[src/common/icst_pkg.sv]
// Purpose: Shared constants, register map and carrier types for input conditioning.
// Assumes: 100 MHz sys_clk; registers sit at byte address four times their index.
// Notes:   Polarity digits are nibbles of the value; bit 0 of each nibble is the digit.
package icst_pkg;

    // ==========================================================
    // Timing
    localparam int CLK_PERIOD_NS = 10;
    localparam int TICK_100US_NS = 100000;
    localparam int TICK_100US_CLKS = TICK_100US_NS / CLK_PERIOD_NS;
    localparam int CTRL_CYCLE_CLKS = 100;
    localparam int ALARM_UNIT_CYCLES = 2;

    // ==========================================================
    // Register indices
    localparam logic [15:0] IDX_INPUT_FILTER = 16'h3366;
    localparam logic [15:0] IDX_ALARM_FILTER = 16'h3367;
    localparam logic [15:0] IDX_POL_LOW = 16'h3368;
    localparam logic [15:0] IDX_POL_HIGH = 16'h3369;
    localparam logic [15:0] IDX_ENC_TOL = 16'h336b;
    localparam logic [15:0] IDX_ARRIVAL_LIMIT = 16'h336c;
    localparam logic [15:0] IDX_CTRL = 16'h3380;
    localparam logic [15:0] IDX_STATUS = 16'h3381;

    // ==========================================================
    // Reset values, limits and fields
    localparam logic [15:0] RST_INPUT_FILTER = 16'h0001;
    localparam logic [15:0] RST_ALARM_FILTER = 16'h0001;
    localparam logic [15:0] RST_POL_LOW = 16'h0000;
    localparam logic [15:0] RST_POL_HIGH = 16'h0000;
    localparam logic [15:0] RST_ENC_TOL = 16'h0003;
    localparam logic [15:0] RST_ARRIVAL_LIMIT = 16'h01f4;
    localparam logic [15:0] MAX_INPUT_FILTER = 16'h03e8;
    localparam logic [15:0] MAX_ALARM_FILTER = 16'h0003;
    localparam logic [15:0] MAX_ENC_TOL = 16'h2710;
    localparam logic [15:0] MAX_ARRIVAL_LIMIT = 16'hea60;
    localparam int CTRL_RESTART_BIT = 0;
    localparam int POL_DIGIT_W = 4;

    typedef struct packed {
        logic [15:0] input_filter_time;
        logic [15:0] alarm_output_filter_time;
        logic [15:0] input_polarity_select_low;
        logic [15:0] input_polarity_select_high;
        logic [15:0] encoder_error_tolerance;
        logic [15:0] position_arrival_time_limit;
    } icst_cfg_t;

    typedef struct packed {
        logic pos_arrived;
        logic enc_alarm;
        logic alarm_out;
        logic [4:0] di;
    } icst_status_t;

    // Byte address of a register index on the 32-bit bus.
    function automatic logic [15:0] icst_reg_addr(input logic [15:0] idx);
        return {idx[13:0], 2'b00};
    endfunction

    // Out-of-range writes saturate at the top of the legal range.
    function automatic logic [15:0] icst_clamp(input logic [15:0] v, input logic [15:0] mx);
        return (v > mx) ? mx : v;
    endfunction

endpackage

[src/icst_filter.sv]
// Purpose: One debounce stage counting enable ticks while input and output differ.
// Assumes: raw is on sys_clk; tick is a one-cycle enable pulse.
// Notes:   A limit of zero passes a change on the next clock edge.
module icst_filter #(
    parameter int W = 16
) (
    // Clock and reset
    input wire logic sys_clk,
    input wire logic rstn,
    // Control
    input wire logic tick,
    input wire logic rise_only,
    input wire logic [W-1:0] limit,
    // Data
    input wire logic raw,
    output logic filt
);

    logic [W-1:0] cnt_r;

    // ==========================================================
    // Filter
    // The count restarts whenever the input agrees again, so a glitch never accumulates.
    always_ff @(posedge sys_clk or negedge rstn) begin
        if (!rstn) begin
            cnt_r <= '0;
            filt <= 1'b0;
        end else if (raw == filt) begin
            cnt_r <= '0;
        end else if (rise_only && !raw) begin
            filt <= 1'b0;
            cnt_r <= '0;
        end else if (cnt_r >= limit) begin
            filt <= raw;
            cnt_r <= '0;
        end else if (tick) begin
            cnt_r <= cnt_r + 1'b1;
        end
    end

    filt_hold_a: assert property (@(posedge sys_clk) disable iff (!rstn)
        ($changed(filt) && !$past(rise_only)) |-> $past(cnt_r >= limit))
        else $error("filter output changed before its count expired");

endmodule // icst_filter

[src/icst_top.sv]
// Purpose: Digital input conditioning, alarm output filter, encoder error tolerance
//          and position arrival timing, with an Avalon-MM register slave.
// Assumes: alarm_req, enc_comm_err and pos_in_window come from logic on sys_clk;
//          the five digital inputs are asynchronous pins.
// Notes:   Polarity settings are staged and only used after a restart command.
// ==========================================================
// Overview of operation
// Each digital input is debounced for 0 to 1000 control cycles, default 1, live setting.
// The alarm output is delayed on assertion by 0 to 3 units of two control cycles, default 1.
// Digits 0 to 3 of the low polarity setting invert inputs a to d after a restart.
// Digit 0 of the high polarity setting inverts input e after a restart; other digits stay.
// Encoder communication errors lasting up to 0 to 10000 cycles, default 3, are ignored.
// Position arrival needs the in-window state held for 0 to 60000 units of 0.1 ms, default 500.
//
// The Avalon-MM interface to the registers was chosen for this implementation.
module icst_top #(
    parameter int CTRL_CLKS = icst_pkg::CTRL_CYCLE_CLKS,
    parameter int TICK_CLKS = icst_pkg::TICK_100US_CLKS
) (
    // Clock and reset
    input wire logic sys_clk,
    input wire logic rstn,
    // Avalon-MM slave
    input wire logic [15:0] avs_address,
    input wire logic avs_read,
    input wire logic avs_write,
    input wire logic [31:0] avs_writedata,
    input wire logic [3:0] avs_byteenable,
    output logic [31:0] avs_readdata,
    output logic avs_waitrequest,
    // Digital input pins
    input wire logic digital_input_a,
    input wire logic digital_input_b,
    input wire logic digital_input_c,
    input wire logic digital_input_d,
    input wire logic digital_input_e,
    // Internal event sources
    input wire logic alarm_req,
    input wire logic enc_comm_err,
    input wire logic pos_in_window,
    // Conditioned outputs
    output icst_pkg::icst_status_t status
);

    icst_pkg::icst_cfg_t cfg_r;
    logic [4:0] pol_act_r;
    logic [4:0] din_meta_r;
    logic [4:0] din_sync_r;
    logic [15:0] ctrl_div_r;
    logic [15:0] tick_div_r;
    logic ctrl_tick_r;
    logic tick_100us_r;
    logic waitreq_r;
    logic [31:0] rdata_r;
    logic [31:0] rd_nxt;
    logic req;
    logic wr_en;
    logic restart_wr;
    logic alarm_src;
    logic [4:0] pol_nxt;
    logic [4:0] di_cond;

    assign req = avs_read | avs_write;
    assign wr_en = avs_write && !waitreq_r;
    assign restart_wr = wr_en && avs_byteenable[0]
        && (avs_address == icst_pkg::icst_reg_addr(icst_pkg::IDX_CTRL))
        && avs_writedata[icst_pkg::CTRL_RESTART_BIT];
    assign avs_waitrequest = waitreq_r;
    assign avs_readdata = rdata_r;

    // Merge the enabled byte lanes into a 16-bit register, then saturate.
    function automatic logic [15:0] wr16(input logic [15:0] old, input logic [15:0] mx);
        logic [15:0] v;
        v = old;
        if (avs_byteenable[0]) begin
            v[7:0] = avs_writedata[7:0];
        end
        if (avs_byteenable[1]) begin
            v[15:8] = avs_writedata[15:8];
        end
        return icst_pkg::icst_clamp(v, mx);
    endfunction

    // ==========================================================
    // Bus handshake
    // Every access takes one wait cycle; waitrequest is low for exactly one cycle.
    always_ff @(posedge sys_clk or negedge rstn) begin
        if (!rstn) begin
            waitreq_r <= 1'b1;
        end else if (req && waitreq_r) begin
            waitreq_r <= 1'b0;
        end else begin
            waitreq_r <= 1'b1;
        end
    end

    always_comb begin
        rd_nxt = 32'h0000_0000;
        if (avs_address == icst_pkg::icst_reg_addr(icst_pkg::IDX_INPUT_FILTER)) begin
            rd_nxt[15:0] = cfg_r.input_filter_time;
        end else if (avs_address == icst_pkg::icst_reg_addr(icst_pkg::IDX_ALARM_FILTER)) begin
            rd_nxt[15:0] = cfg_r.alarm_output_filter_time;
        end else if (avs_address == icst_pkg::icst_reg_addr(icst_pkg::IDX_POL_LOW)) begin
            rd_nxt[15:0] = cfg_r.input_polarity_select_low;
        end else if (avs_address == icst_pkg::icst_reg_addr(icst_pkg::IDX_POL_HIGH)) begin
            rd_nxt[15:0] = cfg_r.input_polarity_select_high;
        end else if (avs_address == icst_pkg::icst_reg_addr(icst_pkg::IDX_ENC_TOL)) begin
            rd_nxt[15:0] = cfg_r.encoder_error_tolerance;
        end else if (avs_address == icst_pkg::icst_reg_addr(icst_pkg::IDX_ARRIVAL_LIMIT)) begin
            rd_nxt[15:0] = cfg_r.position_arrival_time_limit;
        end else if (avs_address == icst_pkg::icst_reg_addr(icst_pkg::IDX_STATUS)) begin
            rd_nxt[7:0] = status;
            rd_nxt[12:8] = pol_act_r;
        end
    end

    always_ff @(posedge sys_clk or negedge rstn) begin
        if (!rstn) begin
            rdata_r <= 32'h0000_0000;
        end else if (avs_read && waitreq_r) begin
            rdata_r <= rd_nxt;
        end
    end

    // ==========================================================
    // Configuration registers
    // Filter and tolerance values feed the filters directly, so they act at once.
    always_ff @(posedge sys_clk or negedge rstn) begin
        if (!rstn) begin
            cfg_r.input_filter_time <= icst_pkg::RST_INPUT_FILTER;
            cfg_r.alarm_output_filter_time <= icst_pkg::RST_ALARM_FILTER;
            cfg_r.input_polarity_select_low <= icst_pkg::RST_POL_LOW;
            cfg_r.input_polarity_select_high <= icst_pkg::RST_POL_HIGH;
            cfg_r.encoder_error_tolerance <= icst_pkg::RST_ENC_TOL;
            cfg_r.position_arrival_time_limit <= icst_pkg::RST_ARRIVAL_LIMIT;
        end else if (wr_en) begin
            if (avs_address == icst_pkg::icst_reg_addr(icst_pkg::IDX_INPUT_FILTER)) begin
                cfg_r.input_filter_time <= wr16(cfg_r.input_filter_time,
                    icst_pkg::MAX_INPUT_FILTER);
            end else if (avs_address == icst_pkg::icst_reg_addr(icst_pkg::IDX_ALARM_FILTER)) begin
                cfg_r.alarm_output_filter_time <= wr16(cfg_r.alarm_output_filter_time,
                    icst_pkg::MAX_ALARM_FILTER);
            end else if (avs_address == icst_pkg::icst_reg_addr(icst_pkg::IDX_POL_LOW)) begin
                cfg_r.input_polarity_select_low <= wr16(cfg_r.input_polarity_select_low,
                    16'hffff);
            end else if (avs_address == icst_pkg::icst_reg_addr(icst_pkg::IDX_POL_HIGH)) begin
                cfg_r.input_polarity_select_high <= wr16(cfg_r.input_polarity_select_high,
                    16'hffff);
            end else if (avs_address == icst_pkg::icst_reg_addr(icst_pkg::IDX_ENC_TOL)) begin
                cfg_r.encoder_error_tolerance <= wr16(cfg_r.encoder_error_tolerance,
                    icst_pkg::MAX_ENC_TOL);
            end else if (avs_address == icst_pkg::icst_reg_addr(icst_pkg::IDX_ARRIVAL_LIMIT)) begin
                cfg_r.position_arrival_time_limit <= wr16(cfg_r.position_arrival_time_limit,
                    icst_pkg::MAX_ARRIVAL_LIMIT);
            end
        end
    end

    // ==========================================================
    // Polarity, latched only on restart
    // Reserved digits of the high setting are stored but never used.
    assign pol_nxt = {
        cfg_r.input_polarity_select_high[0],
        cfg_r.input_polarity_select_low[3*icst_pkg::POL_DIGIT_W],
        cfg_r.input_polarity_select_low[2*icst_pkg::POL_DIGIT_W],
        cfg_r.input_polarity_select_low[icst_pkg::POL_DIGIT_W],
        cfg_r.input_polarity_select_low[0]
    };

    always_ff @(posedge sys_clk or negedge rstn) begin
        if (!rstn) begin
            pol_act_r <= 5'h00;
        end else if (restart_wr) begin
            pol_act_r <= pol_nxt;
        end
    end

    // ==========================================================
    // Pin synchronisers
    always_ff @(posedge sys_clk or negedge rstn) begin
        if (!rstn) begin
            din_meta_r <= 5'h00;
            din_sync_r <= 5'h00;
        end else begin
            din_meta_r <= {digital_input_e, digital_input_d, digital_input_c,
                digital_input_b, digital_input_a};
            din_sync_r <= din_meta_r;
        end
    end

    assign di_cond = din_sync_r ^ pol_act_r;

    // ==========================================================
    // Time bases
    always_ff @(posedge sys_clk or negedge rstn) begin
        if (!rstn) begin
            ctrl_div_r <= 16'h0000;
            ctrl_tick_r <= 1'b0;
        end else if (ctrl_div_r == 16'(CTRL_CLKS - 1)) begin
            ctrl_div_r <= 16'h0000;
            ctrl_tick_r <= 1'b1;
        end else begin
            ctrl_div_r <= ctrl_div_r + 16'h0001;
            ctrl_tick_r <= 1'b0;
        end
    end

    always_ff @(posedge sys_clk or negedge rstn) begin
        if (!rstn) begin
            tick_div_r <= 16'h0000;
            tick_100us_r <= 1'b0;
        end else if (tick_div_r == 16'(TICK_CLKS - 1)) begin
            tick_div_r <= 16'h0000;
            tick_100us_r <= 1'b1;
        end else begin
            tick_div_r <= tick_div_r + 16'h0001;
            tick_100us_r <= 1'b0;
        end
    end

    // ==========================================================
    // Filters
    for (genvar i = 0; i < 5; i++) begin : g_din
        icst_filter #(.W(16)) u_din (
            .sys_clk(sys_clk),
            .rstn(rstn),
            .tick(ctrl_tick_r),
            .rise_only(1'b0),
            .limit(cfg_r.input_filter_time),
            .raw(di_cond[i]),
            .filt(status.di[i])
        );
    end

    // Error must outlast the tolerance, hence the limit of tolerance plus one.
    icst_filter #(.W(17)) u_enc (
        .sys_clk(sys_clk),
        .rstn(rstn),
        .tick(ctrl_tick_r),
        .rise_only(1'b1),
        .limit({1'b0, cfg_r.encoder_error_tolerance} + 17'h00001),
        .raw(enc_comm_err),
        .filt(status.enc_alarm)
    );

    assign alarm_src = alarm_req | status.enc_alarm;

    // Only assertion is delayed; clearing is immediate so a fault never lingers.
    icst_filter #(.W(16)) u_alarm (
        .sys_clk(sys_clk),
        .rstn(rstn),
        .tick(ctrl_tick_r),
        .rise_only(1'b1),
        .limit(16'(cfg_r.alarm_output_filter_time * icst_pkg::ALARM_UNIT_CYCLES)),
        .raw(alarm_src),
        .filt(status.alarm_out)
    );

    icst_filter #(.W(16)) u_pos (
        .sys_clk(sys_clk),
        .rstn(rstn),
        .tick(tick_100us_r),
        .rise_only(1'b1),
        .limit(cfg_r.position_arrival_time_limit),
        .raw(pos_in_window),
        .filt(status.pos_arrived)
    );

    // ==========================================================
    // Checks
    din_follow_a: assert property (@(posedge sys_clk) disable iff (!rstn)
        $changed(status.di[0]) |-> status.di[0] == $past(di_cond[0]))
        else $error("input a changed away from its conditioned level");

    din_zero_a: assert property (@(posedge sys_clk) disable iff (!rstn)
        (cfg_r.input_filter_time == 16'h0000 && di_cond[1] != status.di[1]
        && $stable(cfg_r.input_filter_time)) |=> status.di[1] == $past(di_cond[1]))
        else $error("unfiltered input b did not pass on the next edge");

    alarm_delay_a: assert property (@(posedge sys_clk) disable iff (!rstn)
        ($rose(status.alarm_out) && cfg_r.alarm_output_filter_time != 16'h0000)
        |-> $past(alarm_src, 1) && $past(alarm_src, 2))
        else $error("alarm rose without a held source");

    alarm_clear_a: assert property (@(posedge sys_clk) disable iff (!rstn)
        !alarm_src |=> !status.alarm_out)
        else $error("alarm output outlived its source");

    pol_low_a: assert property (@(posedge sys_clk) disable iff (!rstn)
        $changed(pol_act_r[3:0]) |-> $past(restart_wr)
        && pol_act_r[0] == $past(cfg_r.input_polarity_select_low[0]))
        else $error("low polarity changed without restart");

    pol_high_a: assert property (@(posedge sys_clk) disable iff (!rstn)
        restart_wr |=> pol_act_r[4] == $past(cfg_r.input_polarity_select_high[0]))
        else $error("input e polarity not taken at restart");

    enc_tol_a: assert property (@(posedge sys_clk) disable iff (!rstn)
        $rose(status.enc_alarm) |-> $past(enc_comm_err, 1) && $past(enc_comm_err, 2))
        else $error("encoder alarm raised inside the tolerance");

    pos_arrive_a: assert property (@(posedge sys_clk) disable iff (!rstn)
        !pos_in_window |=> !status.pos_arrived)
        else $error("arrival status held outside the window");

    bus_wait_a: assert property (@(posedge sys_clk) disable iff (!rstn)
        !avs_waitrequest |=> avs_waitrequest)
        else $error("waitrequest low for more than one cycle");

endmodule // icst_top

[config.mk]
export PLATFORM = sky130hd
export DESIGN_NAME = icst_top
export DESIGN_NICKNAME = d
export VERILOG_FILES = /design/src/common/icst_pkg.sv /design/src/icst_filter.sv /design/src/icst_top.sv
export SDC_FILE = /design/constraint.sdc
export NUM_CORES = 1
export LEC_CHECK = 0
export BUFFER_PORTS_ARGS = -buffer_cell sky130_fd_sc_hd__buf_2
export CAP_MARGIN = 5
export CELL_PAD_IN_SITES_DETAIL_PLACEMENT = 1
export CELL_PAD_IN_SITES_GLOBAL_PLACEMENT = 1
export CORE_MARGIN = 2
export CORE_UTILIZATION = 40
export DETAILED_ROUTE_END_ITERATION = 10
export PLACE_DENSITY_LB_ADDON = 0.1
export REMOVE_ABC_BUFFERS = 1
export SYNTH_ARGS = -nofsm -noshare
export SYNTH_HDL_FRONTEND = slang
export SYNTH_SLANG_ARGS = --single-unit
[constraint.sdc]
create_clock -name sys_clk -period 4.4 [get_ports sys_clk]
set_clock_uncertainty 0.15 [all_clocks]
set_input_delay 0.22 -clock sys_clk [delete_from_list [all_inputs] [get_ports sys_clk]]
set_output_delay 0.22 -clock sys_clk [all_outputs]
set_load 0.1 [all_outputs]
---- Word level (Yosys, flattened, before mapping) ----
Cells that the tools add are included.
word-level totals
  register bits after elaboration ......... 299
  input port bits ......................... 64
  logic and storage cells ................. 240
cells by class
  add/subtract/negate cells ............... 11
  order comparisons ....................... 14
  equal/unequal tests ..................... 24
  muxes and demuxes ....................... 118
  bitwise operators ....................... 16
  reductions and logical operators ........ 26
operator list
  kind                                                                      count
  16-bit 2-to-1 mux                                                         36
  8-bit 2-to-1 mux                                                          66
  16-bit by 1-bit adder with 16-bit output (second input constant)          9
  16-bit equality test (second input constant)                              8
  16-bit >= comparator                                                      7
  17-bit 2-to-1 mux                                                         4
  16-bit > comparator (second input constant)                               3
  13-bit 2-to-1 mux                                                         2
  2-bit AND reduction                                                       9
  16-bit by 1-bit adder with 17-bit output (second input constant)          1
  17-bit by 1-bit adder with 17-bit output (second input constant)          1
  17-bit >= comparator                                                      1
  16-bit by 14-bit equality test with 1-bit output (second input constant)  1
  16-bit by 7-bit equality test with 1-bit output (second input constant)   1
  16-bit by 10-bit > comparator with 1-bit output (second input constant)   1
  16-bit by 14-bit > comparator with 1-bit output (second input constant)   1
  16-bit by 2-bit > comparator with 1-bit output (second input constant)    1
  3-bit nonzero test                                                        5
  1-bit inverter                                                            13
  1-bit 2-to-1 mux                                                          9
  1-bit equality test                                                       8
  4-bit by 1-bit != test with 1-bit output (second input constant)          2
  7-bit AND reduction                                                       1
  1-bit logical AND                                                         6
  other kinds (11)                                                          13

---- Logic depth before layout (Yosys ltp) ----
  word-level depth ........................ 10
  depth in mapped cells ................... 16

---- By module ----
Synthesis repeated with hierarchy kept, for this count alone.
unflattened totals
  cell total of the unflattened synthesis .. 1,899
  area total of the unflattened synthesis .. 18,340.1 µm²
by module, submodules not included
  module                            instances  cells each  area each (µm²)
  icst_filter (g_din[0].u_din ...)  7          137         1,229.9
  icst_top                          1          797         8,428.1
  icst_filter (u_enc)               1          143         1,302.5

---- Worst setup path before layout ----
OpenSTA, ideal clock, no wires.
  kind .................................... register to register
  start point ............................. reg cfg_r[18] in the netlist's numbering
  end point ............................... reg u_enc.cnt_r[10]
  arrival ................................. 3.159 ns
  required time ........................... 4.178 ns
  slack ................................... 1.018 ns
  cell stages (with the launch flop) ...... 17
  period minus slack after synthesis ...... 3.382 ns
  cells stage by stage .................... dfrtp_1 clkbuf_1 and3_1 and3_1 nand3_1 nor2_1 and3_1 xnor2_1 ha_1 a211oi_1 o21ai_0 a2111oi_0 a31oi_1 nand2b_1 clkbuf_1 clkbuf_1 nor2_1
between the ends
  word-level cells in the longest chain between the ends .. 5
  elaborated cells between the ends (all ways) .. 6
  classes of those cells .................. add/sub: 1; order compare: 1; eq/ne: 1; mux: 3
RTL lines
  element                                       RTL line           source
  start: declaration                            icst_top.sv:45     icst_pkg::icst_cfg_t cfg_r;
  16-bit by 1-bit adder with 17-bit output (*)  icst_top.sv:241    .limit({1'b0, cfg_r.encoder_error_tolerance} + 17'h00001),
  17-bit >= comparator (*)                      icst_filter.sv:33  end else if (cnt_r >= limit) begin
  17-bit 2-to-1 mux                             icst_filter.sv:33
  17-bit 2-to-1 mux                             icst_filter.sv:30  end else if (rise_only && !raw) begin
  17-bit 2-to-1 mux                             icst_filter.sv:28  end else if (raw == filt) begin
  end signal: assignment                        icst_filter.sv:37  cnt_r <= cnt_r + 1'b1;
  end: declaration                              icst_filter.sv:19  logic [W-1:0] cnt_r;
Mark *: on every way between the ends. The rest lies on a longest branch, timed or not.
A chain may end at the register's enable or synchronous reset.

---- Final worst setup path ----
  start point ............................. reg cfg_r[18] in the netlist's numbering
  end point ............................... reg u_enc.cnt_r[6]
Same word-level chain as after synthesis.

==> impl_metrics.py <==
metrics = {
    "global_routing": {
        "grt_busiest_layer": "met2",
        "met3_usage_pct": 3.117,
        "globalRoute.totalOverflow": 0,
        "maximum_number_of_pins_on_one_net_before_global_route_repair": 113,
        "initial_antenna_violation_count": 2,
        "vias_in_the_first_global_route": 14580,
        "grtUsageTotal_pct": 24.04,
        "global_route_wire_length_before_repair_mm": 83.80,
        "grt_use_met1_pct": 32.31,
        "use_met2_pct": 40.00,
    },
    "logic_synthesis": {
        "syn_area_mm2": 0.01737,
        "synthesis.area_per_instance_um2": 9.703,
        "async_reset_ff_share_pct": 100.0,
        "ys_seq_elements": 299,
        "ys_dominant_reg_cell": "dfrtp_1",
        "synth_seq_area_share_pct": 43.16,
        "synth_cells": 1790,
        "number_of_library_cell_types_mapped_by_synthesis": 75,
        "number_of_flops_mapped_to_enable_cells_by_yosys": 0,
        "yosys_warnings": 0,
    },
    "final_layout": {
        "post_route_cells_drive_above_1_share_pct": 11.52,
        "ff_latch_area_mm2": 0.007497,
        "area_growth_pct": 14.31,
        "final.fill_count": 4864,
        "nets": 2084,
        "multi_input_area_mm2": 0.009236,
    },
    "power": {
        "design_power_total_mw": 6.449,
        "power_per_cell_area_mw_per_mm2": 324.8,
        "pwr-share-seq_pct": 43.1,
        "switchingPower_mw": 1.574,
        "p_leak_nw": 9.454,
        "irDropWorstVdd_mv": 0.2011,
        "comb_power_share_pct": 6.2,
        "swShare_pct": 24.40,
        "pwr-share-clk_pct": 50.7,
        "p_int_mw": 4.875,
    },
    "timing": {
        "setup_viol_count_final": 0,
        "tightestPinTransition_ns": 1.247,
        "fmax_mhz": 262.2,
        "tns_ns": 0,
        "hold_viol": 0,
        "slew_headroom_pct": 16.32,
        "fin_worst_hold_slack_ns": 0.03840,
        "period_share_pct": 86.67,
        "fin_crit_ns": 3.814,
        "rsz_0062_raised_after_global_routing": "no",
        "maxSlewViolCount": 0,
    },
    "setup_path": {
        "launching_element_type_of_the_critical_path": "flop",
        "rrSetupSlack_ns": 0.59,
        "r2r.worst_path.cells": 13,
        "critPathTopFamily": "simple AND/OR/NAND/NOR gates",
        "arrival_ns": 4.12,
        "critical-path-slowest-cell": "nand2b_1",
        "timing.rr.end": "u_enc.cnt_r[6]",
        "timing.critical_path.required_ns": 4.70,
        "cp.buffers_inverters": 0,
        "crit_path_frequent_cell": "and3_1",
        "crit_path_cell_trace": "and3_1 -> and3_1 -> nand3_1 -> nor2_1 -> and3_1 -> xnor2_1 -> ha_1 -> a211oi_1 -> o21ai_0 -> a2111oi_0 -> a31oi_1 -> nand2b_1 -> nor2_1",
        "crit_path_max_fanout": 17,
        "critical_path.reg2reg.startpoint": "cfg_r[18]",
        "crit_end": "u_enc.cnt_r[6]",
        "endpoint_kind": "flop",
        "crit_type": "reg2reg",
        "crit_path_max_incr_delay_ns": 0.48,
        "critical_path_depth": 13,
        "critical_path.startpoint": "cfg_r[18]",
    },
    "job": {
        "max_capacitance_violation_count": 0,
    },
    "floorplanning": {
        "die_y_um": 212.4,
        "row_count": 76,
        "top_level_ports": 105,
        "chipWidth_um": 212.4,
        "fp.coreArea_mm2": 0.04298,
        "initial_utilization_pct": 40.41,
        "design.die.area_mm2": 0.04511,
    },
    "routing": {
        "ant_nets": 0,
        "first_pass_iters": 5,
        "detailed_route_wire_length_mm": 52.90,
        "num_vias": 13910,
        "route.detailed.drc": 0,
        "drt-initial-drc-count": 726,
        "wl_per_cell_um": 21.19,
        "routed_via_density": 5.574,
    },
    "clocking": {
        "worstSkewPairLatency_ns": 0.57,
        "cts.reportedPaths.clkPinSlew_ns": 0.06,
        "cts_tree": "done",
        "cts_htree_levels": 2,
        "clock_path_buffers": 3,
        "clock_sinks": 299,
        "cts_inserted_buffers": 38,
        "post-cts-setup-buffers": 0,
        "clock-root-buffer": "clkbuf_16",
    },
    "min_path": {
        "hold_path.class": "in2reg",
    },
    "outcome": {
        "outcome": "finished clean",
    },
    "placement": {
        "hpwl_mm": 38.22,
        "place.port_buffers": 70,
        "gpl.final_weighted_congestion": 0.8571,
    },
}
-- routing by layer --
| metal | share of wire [%] | vias up |
|---|---|---|
| met5 | 0.023 | - |
| met4 | 2.9 | 2 |
| met3 | 4.1 | 90 |
| met2 | 47 | 269 |
| met1 | 45 | 7041 |
| li1 | - | 6510 |
-- worst reg2reg max path, cell delays in order, from the launching register on --
cell       delay, ns
dfrtp_1         0.46
and3_1          0.24
and3_1          0.21
nand3_1         0.16
nor2_1          0.24
and3_1          0.21
xnor2_1         0.12
ha_1            0.27
a211oi_1        0.19
o21ai_0         0.15
a2111oi_0       0.40
a31oi_1         0.15
nand2b_1        0.48
nor2_1          0.27
-- per-stage QoR --
stage	area (um^2)	instances	worst slack (ns)	util [%]
6_report	19860	2496	0.5865	46.20
5_1_grt	19860	2496	0.2497	46.20
4_1_cts	19850	2495	0.5161	46.19
3_5_place_dp	18250	2398	0.5763	42.47
3_3_place_gp	18250	2398	0.7215	42.47
2_1_floorplan	17040	1730	1.235	-
-- power by group through the flow --
stage	registers (mW)	clock network [mW]	logic, mW
6_report	2.78	3.27	0.400
2_1_floorplan	2.89	0	0.136
3_5_place_dp	2.83	0	0.381
4_1_cts	2.78	3.36	0.404
3_3_place_gp	2.83	0	0.378
5_1_grt	2.78	3.47	0.429
-- layout by cell type, fill, tap and decap left out, types with 33 or more instances in the layout --
master | Yosys | final
xnor2_1 | 57 | 57
nand2_1 | 147 | 147
o21ai_0 | 64 | 64
nor2_1 | 229 | 229
xor2_1 | 102 | 102
nand3_1 | 78 | 78
inv_1 | 80 | 80
clkbuf_16 | 0 | 41
mux2_2 | 44 | 44
nand4_1 | 61 | 61
a21oi_1 | 56 | 56
ha_1 | 139 | 139
a21o_1 | 33 | 33
buf_2 | 8 | 69
dfrtp_1 | 288 | 287
mux2i_1 | 35 | 35
-- synthesized netlist by cell type, types with 33 or more instances --
master    count  area [um^2]
o21ai_0      64        320.3
mux2i_1      35        350.3
xor2_1      102        893.4
inv_1        80        300.3
clkbuf_1     38        142.6
nand4_1      61        381.6
a21o_1       33        247.7
ha_1        139         1739
nand3_1      78        390.4
nand2_1     147        551.8
dfrtp_1     288         7207
a21oi_1      56        280.3
nor2_1      229        859.6
xnor2_1      57        499.2
mux2_2       44        495.5
-- how the worst min path moves through the flow --
stage                           start                    endpoint  slack (ns)  depth (start not counted)
finish              avs_byteenable[0]                   cfg_r[22]        0.04                          3
global route        avs_byteenable[0]                   cfg_r[21]        0.05                          3
CTS                 avs_byteenable[0]                   cfg_r[22]        0.02                          3
detailed placement    digital_input_d               din_meta_r[3]        0.18                          1
global placement      digital_input_e               din_meta_r[4]        0.18                          1
floorplan                        rstn  asynchronous set/reset pin       -0.23                          0
-- cell families (layout without fill, tap and decap cells) --
kind of cell	count (synthesis)	in the layout	share of synthesized area (%)
mux	79	79	4.870
xor+xnor	159	159	8.018
simple gates	662	662	18.38
compound gates	295	295	11.55
flops	299	299	43.16
other cells	1	17	0.02159
buf+inv	156	261	3.991
fa+ha+maj	139	139	10.01
-- layout make-up --
cell class,count,area share (%)
Clock inverter,7,0.4285
Multi-Input combinational cell,1350,46.52
Sequential cell,299,37.76
Inverter,81,1.531
Tap cell,585,3.686
Clock buffer,62,6.220
Timing Repair Buffer,111,3.844
Antenna cell,1,0.01260
-- repair_timing --
item | 4_1_cts | 5_1_grt
endpoints found under the hold margin | 174 | 0
resized for setup | 0 | 0
hold buffers | 28 | 0
Power figures use the tool's default switching activity.
